## src/rps_pkg.sv

```systemverilog
// Shared constants for the reset and port select sequencer
// Notes on behaviour
// - Stay inactive 26 ms after supply good
// - Host holds pin b low, a high
// - Full power-up takes about 40 ms
// - Host keeps reset pin high during power-up
// - Two-wire port first; three strobes select SPI
// - Aux bit 1 locks two-wire, ignores strobes
// - Aux write while SPI locks SPI
// - Lock released only by power or reset pin
// - Lock kept across power state changes
// - Full-power entry defaults every register; here registers keep their values across power state changes
// - Flag low during transition, set at end
// - Unmaskable flag; write one clears, alert high
// - Host waits alert low, then clears flags
// - Signal processor idle until host starts it
// - Supply loss makes device inactive
// - Reset pin acts only in full power
// - Reset low 10 us restores all defaults
// - Two-wire after reset; host repeats strobes
// - Host initialises, protects, writes run 0x0001
// - Soft reset bit 7 spares aux and threshold
// - Soft reset end clears bit, flags, alerts
// - Soft reset ignored in reduced states
package rps_pkg;
  localparam int unsigned CLK_HZ            = 40_000_000;
  localparam int unsigned HOLDOFF_MS        = 26;
  localparam int unsigned POWERUP_MS        = 40;
  localparam int unsigned RESET_MIN_US      = 10;
  localparam int unsigned HOLDOFF_CYC       = HOLDOFF_MS * (CLK_HZ / 1000);
  localparam int unsigned POWERUP_CYC       = POWERUP_MS * (CLK_HZ / 1000);
  localparam int unsigned RESET_MIN_CYC     = RESET_MIN_US * (CLK_HZ / 1000000);
  localparam int unsigned SOFT_RESET_CYC    = 64;
  localparam int unsigned SPI_STROBES       = 3;
  // Register selects on the device interface
  localparam logic [3:0]  REG_MAIN_SETTINGS = 4'h0;
  localparam logic [3:0]  REG_AUX_SETTINGS  = 4'h1;
  localparam logic [3:0]  REG_THRESHOLD     = 4'h2;
  localparam logic [3:0]  REG_EVENT_A       = 4'h3;
  localparam logic [3:0]  REG_EVENT_B       = 4'h4;
  localparam logic [3:0]  REG_RUN           = 4'h5;
  localparam int unsigned SOFT_RESET_BIT    = 7;
  localparam int unsigned TWO_WIRE_LOCK_BIT = 1;
  localparam int unsigned RESET_DONE_BIT    = 15;
  localparam logic [15:0] MAIN_DEFAULT      = 16'h0000;
  localparam logic [15:0] AUX_DEFAULT       = 16'h0000;
  localparam logic [15:0] THRESH_DEFAULT    = 16'h0000;
  localparam logic [15:0] RUN_START         = 16'h0001;
  localparam logic [15:0] RUN_STOP          = 16'h0000;
  // Power state pin codes {pin_b, pin_a}
  localparam logic [1:0]  PM_FULL           = 2'h1;
  localparam logic [1:0]  PM_ONE            = 2'h0;
  localparam logic [1:0]  PM_TWO            = 2'h2;
  localparam logic [1:0]  PM_SLEEP          = 2'h3;
  // Host controller register offsets
  localparam logic [3:0]  HOST_CTRL         = 4'h0;
  localparam logic [3:0]  HOST_STATUS       = 4'h1;
  localparam logic [3:0]  HOST_WDATA        = 4'h2;
  localparam logic [3:0]  HOST_RDATA        = 4'h3;
  localparam int unsigned HC_GO             = 0;
  localparam int unsigned HC_WRITE          = 1;
  localparam int unsigned HC_HWRESET        = 2;
  localparam int unsigned HC_SPI_SEL        = 3;
  localparam int unsigned HC_INIT           = 4;
  localparam int unsigned HC_SEL_LSB        = 8;
  localparam int unsigned HC_PM_LSB         = 12;
  localparam int unsigned STROBE_HALF_CYC   = 4;

  typedef enum logic [5:0]
  {
    RPS_OFF     = 6'h01,
    RPS_HOLDOFF = 6'h02,
    RPS_BOOT    = 6'h04,
    RPS_READY   = 6'h08,
    RPS_HWRST   = 6'h10,
    RPS_SOFT_RESET_BIT   = 6'h20
  } rps_state_e;
endpackage

```

## src/rps_link_if.sv

```systemverilog
// Pins between the metering device and its host controller
`timescale 1ns/1ps
interface rps_link_if;
  logic        reset_pin_n;
  logic        power_state_pin_a;
  logic        power_state_pin_b;
  logic        port_select_strobe;
  logic        alert_line_b_n;
  logic        reg_wr;
  logic        reg_rd;
  logic [3:0]  reg_sel;
  logic [15:0] reg_wdata;
  logic [15:0] reg_rdata;

  modport device
  (
    input  reset_pin_n, power_state_pin_a, power_state_pin_b,
    input  port_select_strobe, reg_wr, reg_rd, reg_sel, reg_wdata,
    output alert_line_b_n, reg_rdata
  );
  modport host
  (
    output reset_pin_n, power_state_pin_a, power_state_pin_b,
    output port_select_strobe, reg_wr, reg_rd, reg_sel, reg_wdata,
    input  alert_line_b_n, reg_rdata
  );
endinterface

```

## src/rps_device.sv

```systemverilog
// Device end: power-up, resets, reset-complete flag and port choice
`timescale 1ns/1ps
module rps_device
  import rps_pkg::*;
#(
  parameter int unsigned HOLDOFF  = HOLDOFF_CYC,
  parameter int unsigned POWERUP  = POWERUP_CYC,
  parameter int unsigned RST_MIN  = RESET_MIN_CYC
)
(
  // Clock and reset
  input  wire logic        core_clk,
  input  wire logic        rst_n,
  // Supply monitor
  input  wire logic        supply_good,
  // Link
  rps_link_if.device       link,
  // Status
  output logic             device_active,
  output logic             spi_active,
  output logic             port_locked,
  output logic             dsp_running,
  output logic             full_power
);
  rps_state_e  state;
  logic [31:0] cnt;
  logic [2:0]  rst_sync;
  logic [2:0]  ss_sync;
  logic [2:0]  sg_sync;
  logic        rst_clean;
  logic        ss_clean;
  logic        sg_clean;
  logic [1:0]  strobe_cnt;
  logic [15:0] main_reg;
  logic [15:0] aux_reg;
  logic [15:0] thresh_reg;
  logic [15:0] run_reg;
  logic [15:0] event_a;
  logic        in_full;
  logic        pulse_ok;
  logic        sw_req;
  logic        hw_done;
  logic        sw_done;
  logic        boot_done;
  logic        wr_aux;
  logic        wr_ev_b;

  // Three-stage sync; change accepted when stages two and three agree
  always_ff @(posedge core_clk)
  begin
    if (!rst_n)
    begin
      rst_sync <= 3'h7;
      ss_sync  <= 3'h7;
      sg_sync  <= 3'h0;
    end
    else
    begin
      rst_sync <= {rst_sync[1:0], link.reset_pin_n};
      ss_sync  <= {ss_sync[1:0], link.port_select_strobe};
      sg_sync  <= {sg_sync[1:0], supply_good};
    end
  end

  // Filtered levels
  always_ff @(posedge core_clk)
  begin
    if (!rst_n)
    begin
      rst_clean <= 1'b1;
      ss_clean  <= 1'b1;
      sg_clean  <= 1'b0;
    end
    else
    begin
      if (rst_sync[2] == rst_sync[1])
        rst_clean <= rst_sync[1];
      if (ss_sync[2] == ss_sync[1])
        ss_clean <= ss_sync[1];
      if (sg_sync[2] == sg_sync[1])
        sg_clean <= sg_sync[1];
    end
  end

  // Pins sampled directly; host holds them steady around power states
  assign in_full   = ({link.power_state_pin_b, link.power_state_pin_a}
                      == PM_FULL);
  assign wr_aux    = link.reg_wr && (link.reg_sel == REG_AUX_SETTINGS);
  assign wr_ev_b   = link.reg_wr && (link.reg_sel == REG_EVENT_B);
  assign sw_req    = (state == RPS_READY) && in_full && link.reg_wr
                     && (link.reg_sel == REG_MAIN_SETTINGS)
                     && link.reg_wdata[SOFT_RESET_BIT];
  assign pulse_ok  = (cnt >= RST_MIN);
  assign boot_done = (state == RPS_BOOT) && (cnt >= POWERUP - 1);
  assign hw_done   = (state == RPS_HWRST) && rst_clean && pulse_ok;
  assign sw_done   = (state == RPS_SOFT_RESET_BIT) && (cnt >= SOFT_RESET_CYC - 1);

  // Sequencer
  always_ff @(posedge core_clk)
  begin
    if (!rst_n)
    begin
      state <= RPS_OFF;
      cnt   <= 32'h0;
    end
    else if (!sg_clean)
    begin
      state <= RPS_OFF;
      cnt   <= 32'h0;
    end
    else
    begin
      cnt <= cnt + 32'h1;
      unique case (state)
        RPS_OFF:
        begin
          state <= RPS_HOLDOFF;
          cnt   <= 32'h0;
        end
        RPS_HOLDOFF:
          if (cnt >= HOLDOFF - 1)
          begin
            state <= RPS_BOOT;
            cnt   <= 32'h0;
          end
        RPS_BOOT:
          if (boot_done)
            state <= RPS_READY;
        RPS_READY:
          if (in_full && !rst_clean)
          begin
            state <= RPS_HWRST;
            cnt   <= 32'h0;
          end
          else if (sw_req)
          begin
            state <= RPS_SOFT_RESET_BIT;
            cnt   <= 32'h0;
          end
        RPS_HWRST:
          if (rst_clean)
            state <= RPS_READY;
        RPS_SOFT_RESET_BIT:
          if (sw_done)
            state <= RPS_READY;
      endcase
    end
  end

  // Aux and threshold: defaulted only by power-up or long reset pulse
  always_ff @(posedge core_clk)
  begin
    if (!rst_n || state == RPS_OFF || state == RPS_BOOT || hw_done)
    begin
      aux_reg    <= AUX_DEFAULT;
      thresh_reg <= THRESH_DEFAULT;
    end
    else if (state == RPS_READY && in_full && link.reg_wr)
    begin
      if (link.reg_sel == REG_AUX_SETTINGS)
        aux_reg <= link.reg_wdata;
      if (link.reg_sel == REG_THRESHOLD)
        thresh_reg <= link.reg_wdata;
    end
  end

  // Other registers; soft reset also defaults them
  always_ff @(posedge core_clk)
  begin
    if (!rst_n || state != RPS_READY)
    begin
      main_reg <= MAIN_DEFAULT;
      run_reg  <= RUN_STOP;
      event_a  <= 16'h0000;
    end
    else if (link.reg_wr && in_full)
    begin
      if (link.reg_sel == REG_MAIN_SETTINGS)
        main_reg <= link.reg_wdata & ~(16'h1 << SOFT_RESET_BIT);
      if (link.reg_sel == REG_RUN)
        run_reg <= link.reg_wdata;
      if (link.reg_sel == REG_EVENT_A)
        event_a <= event_a & ~link.reg_wdata;
    end
  end

  // Reset-complete flag, unmaskable; set wins over a write-one clear
  logic done_set;
  assign done_set = boot_done || hw_done || sw_done;
  logic flag_q;
  always_ff @(posedge core_clk)
  begin
    if (!rst_n || (state != RPS_READY && !done_set))
      flag_q <= 1'b0;
    else if (done_set)
      flag_q <= 1'b1;
    else if (wr_ev_b && link.reg_wdata[RESET_DONE_BIT])
      flag_q <= 1'b0;
  end

  // Port selection: two-wire by default, three falling strobes for SPI
  logic ss_prev;
  always_ff @(posedge core_clk)
  begin
    if (!rst_n || state == RPS_OFF || state == RPS_BOOT
        || state == RPS_HWRST)
    begin
      spi_active  <= 1'b0;
      port_locked <= 1'b0;
      strobe_cnt  <= 2'h0;
      ss_prev     <= 1'b1;
    end
    else
    begin
      ss_prev <= ss_clean;
      if (state == RPS_SOFT_RESET_BIT && !port_locked)
      begin
        spi_active <= 1'b0;
        strobe_cnt <= 2'h0;
      end
      else if (!port_locked && ss_prev && !ss_clean && !spi_active)
      begin
        if (strobe_cnt == 2'(SPI_STROBES - 1))
          spi_active <= 1'b1;
        strobe_cnt <= strobe_cnt + 2'h1;
      end
      if (state == RPS_READY && in_full && wr_aux && !port_locked)
      begin
        if (spi_active)
          port_locked <= 1'b1;
        else if (link.reg_wdata[TWO_WIRE_LOCK_BIT])
          port_locked <= 1'b1;
      end
    end
  end

  // Read data one cycle after the read strobe
  always_ff @(posedge core_clk)
  begin
    if (!rst_n)
      link.reg_rdata <= 16'h0000;
    else if (link.reg_rd)
      unique case (link.reg_sel)
        REG_MAIN_SETTINGS: link.reg_rdata <= main_reg;
        REG_AUX_SETTINGS:  link.reg_rdata <= aux_reg;
        REG_THRESHOLD:     link.reg_rdata <= thresh_reg;
        REG_EVENT_A:       link.reg_rdata <= event_a;
        REG_EVENT_B:       link.reg_rdata <= 16'(flag_q) << RESET_DONE_BIT;
        REG_RUN:           link.reg_rdata <= run_reg;
        default:           link.reg_rdata <= 16'h0000;
      endcase
    else
      link.reg_rdata <= 16'h0000;
  end

  // Status outputs registered
  always_ff @(posedge core_clk)
  begin
    if (!rst_n)
    begin
      link.alert_line_b_n <= 1'b1;
      device_active       <= 1'b0;
      dsp_running         <= 1'b0;
      full_power          <= 1'b0;
    end
    else
    begin
      link.alert_line_b_n <= !flag_q;
      device_active       <= (state != RPS_OFF) && (state != RPS_HOLDOFF);
      dsp_running         <= (state == RPS_READY) && (run_reg == RUN_START);
      full_power          <= in_full;
    end
  end
endmodule

```

## src/flat_wrapper.sv

```systemverilog
// flat-port wrapper written by rule: the top's interface ports become plain ports
module rps_device_flat import rps_pkg::*;
#(
  parameter int unsigned HOLDOFF  = HOLDOFF_CYC,
  parameter int unsigned POWERUP  = POWERUP_CYC,
  parameter int unsigned RST_MIN  = RESET_MIN_CYC
)
  (core_clk, rst_n, supply_good, device_active, spi_active, port_locked, dsp_running, full_power, link_reset_pin_n, link_power_state_pin_a, link_power_state_pin_b, link_port_select_strobe, link_reg_wr, link_reg_rd, link_reg_sel, link_reg_wdata, link_alert_line_b_n, link_reg_rdata);
  rps_link_if link_i ();
  input  wire logic core_clk;
  input  wire logic rst_n;
  input  wire logic supply_good;
  output logic device_active;
  output logic spi_active;
  output logic port_locked;
  output logic dsp_running;
  output logic full_power;
  input wire logic [$bits(link_i.reset_pin_n)-1:0] link_reset_pin_n;
  input wire logic [$bits(link_i.power_state_pin_a)-1:0] link_power_state_pin_a;
  input wire logic [$bits(link_i.power_state_pin_b)-1:0] link_power_state_pin_b;
  input wire logic [$bits(link_i.port_select_strobe)-1:0] link_port_select_strobe;
  input wire logic [$bits(link_i.reg_wr)-1:0] link_reg_wr;
  input wire logic [$bits(link_i.reg_rd)-1:0] link_reg_rd;
  input wire logic [$bits(link_i.reg_sel)-1:0] link_reg_sel;
  input wire logic [$bits(link_i.reg_wdata)-1:0] link_reg_wdata;
  output wire logic [$bits(link_i.alert_line_b_n)-1:0] link_alert_line_b_n;
  output wire logic [$bits(link_i.reg_rdata)-1:0] link_reg_rdata;
  assign link_i.reset_pin_n = link_reset_pin_n;
  assign link_i.power_state_pin_a = link_power_state_pin_a;
  assign link_i.power_state_pin_b = link_power_state_pin_b;
  assign link_i.port_select_strobe = link_port_select_strobe;
  assign link_i.reg_wr = link_reg_wr;
  assign link_i.reg_rd = link_reg_rd;
  assign link_i.reg_sel = link_reg_sel;
  assign link_i.reg_wdata = link_reg_wdata;
  assign link_alert_line_b_n = link_i.alert_line_b_n;
  assign link_reg_rdata = link_i.reg_rdata;
  rps_device #(.HOLDOFF(HOLDOFF), .POWERUP(POWERUP), .RST_MIN(RST_MIN)) u_core (.core_clk(core_clk), .rst_n(rst_n), .supply_good(supply_good), .link(link_i), .device_active(device_active), .spi_active(spi_active), .port_locked(port_locked), .dsp_running(dsp_running), .full_power(full_power));
endmodule
```

## config.mk

```make
export PLATFORM = sky130hd
export DESIGN_NAME = rps_device_flat
export DESIGN_NICKNAME = d
export VERILOG_FILES = /design/src/rps_pkg.sv /design/src/rps_link_if.sv /design/src/rps_device.sv /design/src/flat_wrapper.sv
export SDC_FILE = /design/constraint.sdc
export NUM_CORES = 1
export LEC_CHECK = 0
export ABC_AREA = 1
export BUFFER_PORTS_ARGS = -buffer_cell sky130_fd_sc_hd__buf_2
export CAP_MARGIN = 20
export CORE_MARGIN = 5
export CORE_UTILIZATION = 45
export DETAILED_ROUTE_END_ITERATION = 6
export HOLD_SLACK_MARGIN = 0.15
export PLACE_DENSITY = 0.7
export SYNTH_ARGS = -nofsm -noshare
export SYNTH_HDL_FRONTEND = slang
export SYNTH_SLANG_ARGS = --single-unit
```

## constraint.sdc

```tcl
create_clock -name core_clk -period 1.6 [get_ports core_clk]
set_clock_uncertainty 0.2 [all_clocks]
set_input_delay 0.32 -clock core_clk [delete_from_list [all_inputs] [get_ports core_clk]]
set_output_delay 0.32 -clock core_clk [all_outputs]
set_load 0.005 [all_outputs]
```

==> results.yml <==
synthesis:
  synth_area_mm2: 0.00675
  synth_seq_cells: 155
  syn_inst: 911
  synth.distinct_cells: 44
  syn_nets: 943
  ys_seq_area_frac: 0.460
  yosysWarnings: 0
  avgSynthCellArea_um2: 7.40
place:
  placed_cells: 1268
  io_buffer_count: 50
  gp_congestion: 0.881
  post-place-ws_ps: -239
  place_hpwl_mm: 12.9
floorplanning:
  die_x_um: 132
  initial_utilization: 0.461
  ios: 51
  die-area_mm2: 0.0175
  die_y_um: 132
  core.rowCount: 44
  core_area_mm2: 0.0146
layout:
  largest_register: "u_core.cnt"
  layout-drive-gt1-share: 0.416
  largest_reg_flops: 32
  regArea_mm2: 0.00314
  nets: 1191
  fillers: 973
  multi_input_area_mm2: 0.00395
  layoutNonFillerInstCount: 1355
  diodes: 0
  fin_util: 0.713
  area_growth_pct: 54.8
min_path:
  holdPathStages: 4
  worstHoldEndpoint: "u_core.flag_q$_SDFFE_PP0P_"
  min-delay-start: "rst_n"
  hp-class: "in2reg"
grt:
  use_met2: 0.351
  grt_pass1_vias: 6480
  met3_usage: 0.0410
  grt_overflow: 0
  grt_pass1_wl_mm: 31.1
  antenna_found_initial: 0
  grt_start_max_net_pins: 33
  grtUsageTotal: 0.216
  use_met1: 0.289
  top_usage_layer: "met2"
timing:
  setup_viol: 123
  relSlewSlack: 0.659
  period_minus_slack_ps: 1950
  drv_slew: 0
  setup_tns_ps: -26050
  fin_crit_sh: 1.22
  setup_slack_ps: -345
  worst_pin_slew_ps: 511
  rsz0062_at_grt: "yes"
  hold_viol: 0
  max_freq_ghz: 0.514
pwr:
  power_leakage_nw: 4.19
  power.density_mw_per_mm2: 756
  vdd.ir_drop.worst_mv: 0.920
clock_tree:
  clock_sinks: 155
  path_clk_slew_ps: 60
  clockBufferDepth: 2
  numCtsBuffers: 17
  htree_levels: 4
  clkLatencyLatePin_ps: 440
  cts-root-buf: "clkbuf_16"
  cts_tree: "yes"
setup_path:
  end_kind: "flop"
  r2r-end: "u_core.cnt[20]$_SDFF_PN0_"
  worstPathRequired_ps: 1730
  reg2reg_depth: 10
  critPathKind: "reg2reg"
  r2r-start: "u_core.state[5]$_SDFFE_PN0P_"
  cp_max_fo: 6
  worstSetupStartpointType: "flop"
  r2r_setup_slack_ps: -350
  cp.arrival_ps: 2080
drt:
  vias_per_cell: 5.42
  ant_nets: 0
  num_vias: 7339
  firstDrtPassIters: 5
  drc: 0
  routedWlPerCell_um: 16.8
  drtIter0Drc: 568
  drt-total-wl_mm: 22.7
flow_run:
  maxCapViolCount: 0
status:
  failed_checks: "negative setup slack"
  status: "finished, violations left"
-- per-layer routing --
metal | wire length, um | vias to the layer above
li1 | - | 3466
met1 | 9320 | 3466
met2 | 10800 | 316
met3 | 1690 | 91
met4 | 910 | 0
met5 | 0 | -
-- kinds of logic (layout without fill, tap and decap cells) --
family | after synthesis | after routing | share of synthesized area
AOI/OAI and AO/OA | 178 | 178 | 0.144
xor gates and xnor gates | 17 | 17 | 0.0221
adders and majority gates | 3 | 3 | 0.00557
buffers and inverters | 127 | 387 | 0.0783
DFF | 155 | 155 | 0.460
and+or+nand+nor | 431 | 431 | 0.290
-- power by group --
part / switching (mW) / leakage, nW / internal, mW
Sequential: 0.00429 / 1.26 / 3.86
Combinational: 0.135 / 2.67 / 0.123
Clock: 1.69 / 0.260 / 2.08
Total: 1.83 / 4.19 / 6.06
-- timing repair --
item                                   CTS  global route
endpoints found under the hold margin  102             0
gates cloned                             1             9
setup buffers                            9            11
setup endpoints to repair              105           118
hold buffers                            26             0
resized for setup                       46           218
pin swaps                                7            37
-- cell usage after synthesis --
| master | number | area share |
|---|---|---|
| nand2_1 | 197 | 0.11 |
| dfxtp_1 | 155 | 0.46 |
| nor2_1 | 112 | 0.062 |
| inv_1 | 89 | 0.050 |
| a21oi_1 | 88 | 0.065 |
| o21ai_0 | 55 | 0.041 |
| nand3_1 | 40 | 0.030 |
| nor2_2 | 17 | 0.016 |
| clkbuf_1 | 16 | 0.0089 |
| xor2_1 | 15 | 0.019 |
| nand4_1 | 14 | 0.013 |
| nor3_1 | 13 | 0.0096 |
| a31oi_1 | 11 | 0.010 |
| a22o_1 | 7 | 0.0091 |
| nand2_2 | 7 | 0.0065 |
| or2_2 | 7 | 0.0065 |
| a221oi_1 | 6 | 0.0078 |
| buf_2 | 5 | 0.0037 |
| buf_6 | 5 | 0.0083 |
| inv_2 | 5 | 0.0028 |
| nand3_2 | 5 | 0.0074 |
| nor2_4 | 5 | 0.0083 |
| o21ai_1 | 5 | 0.0037 |
| nor4_1 | 4 | 0.0037 |
| buf_1 | 3 | 0.0017 |
| ha_1 | 3 | 0.0056 |
| buf_4 | 2 | 0.0022 |
| clkinv_1 | 2 | 0.0011 |
| o21bai_1 | 2 | 0.0022 |
| xnor2_1 | 2 | 0.0026 |
| a211oi_1 | 1 | 0.0011 |
| a32o_1 | 1 | 0.0015 |
| a41oi_1 | 1 | 0.0013 |
| nand2_4 | 1 | 0.0017 |
| nand2b_1 | 1 | 0.00093 |
| nand3_4 | 1 | 0.0026 |
| nand3b_2 | 1 | 0.0017 |
| nor3_2 | 1 | 0.0015 |
| nor3_4 | 1 | 0.0024 |
| nor3b_1 | 1 | 0.0011 |
| nor3b_2 | 1 | 0.0019 |
| nor3b_4 | 1 | 0.0028 |
| o31ai_1 | 1 | 0.0011 |
| or2_0 | 1 | 0.00093 |
-- worst max-delay path: stages, from the launching register on --
cell and delay (ps):
dfxtp_2 340, nor2_4 170, buf_4 150, nand4_1 190
nand3_1 170, nand2_1 90, inv_1 110, nand2_4 80
nand2_8 110, clkbuf_16 190, nor2_2 40
-- cells in the final DEF, fill, tap and decap left out, drive strengths merged --
master and instances:
dlygate4sd3 25, nand4 14, o21ai 60, nand3 46, o31ai 1, xor2 15, buf 226, a211oi 1
a22o 7, clkinvlp 3, nor3 15, nand2b 1, dlymetal6s4s 1, nand2 205, a32o 1, a31oi 11
a221oi 6, clkbuf 26, nand3b 1, a21oi 88, inv 100, o21bai 2, dfxtp 155, a41oi 1
clkinv 6, or2 8, nor3b 3, nor4 4, xnor2 2, ha 3, nor2 134
-- how the worst max path moves through the flow --
stage                     slack (ps)                                  end  cells after the start                    startpoint
after floorplan                  -50             u_core.cnt[4]$_SDFF_PN0_                     13      u_core.cnt[1]$_SDFF_PN0_
after global placement          -200  u_core.link.reg_rdata[0]$_SDFF_PN0_                     10               link_reg_sel[3]
after detailed placement        -240            u_core.cnt[27]$_SDFF_PN0_                     12      u_core.cnt[5]$_SDFF_PN0_
after CTS                       -190            u_core.cnt[29]$_SDFF_PN0_                     13      u_core.cnt[1]$_SDFF_PN0_
after global routing            -400         u_core.state[4]$_SDFFE_PN0P_                     11     u_core.cnt[23]$_SDFF_PN0_
final                           -350            u_core.cnt[20]$_SDFF_PN0_                     10  u_core.state[5]$_SDFFE_PN0P_
-- layout make-up --
| class | instances | share of cell area |
|---|---|---|
| repair buffers | 258 | 0.208 |
| repair inverters | 2 | 0.00216 |
| inverters | 96 | 0.0370 |
| clock inverters | 11 | 0.00815 |
| multi-input cells | 629 | 0.378 |
| well taps | 184 | 0.0220 |
| clock buffers | 20 | 0.0437 |
| flip-flops and latches | 155 | 0.301 |
-- stage by stage --
stage	total power [mW]	area, um^2	hold WS (ps)
2_1_floorplan	4.03	6820	171
3_3_place_gp	4.15	8400	193
3_5_place_dp	4.15	8400	199
4_1_cts	7.90	9430	182
5_1_grt	8.08	10400	234
6_report	7.89	10400	195
No activity file was read; power rests on OpenSTA's default activity.
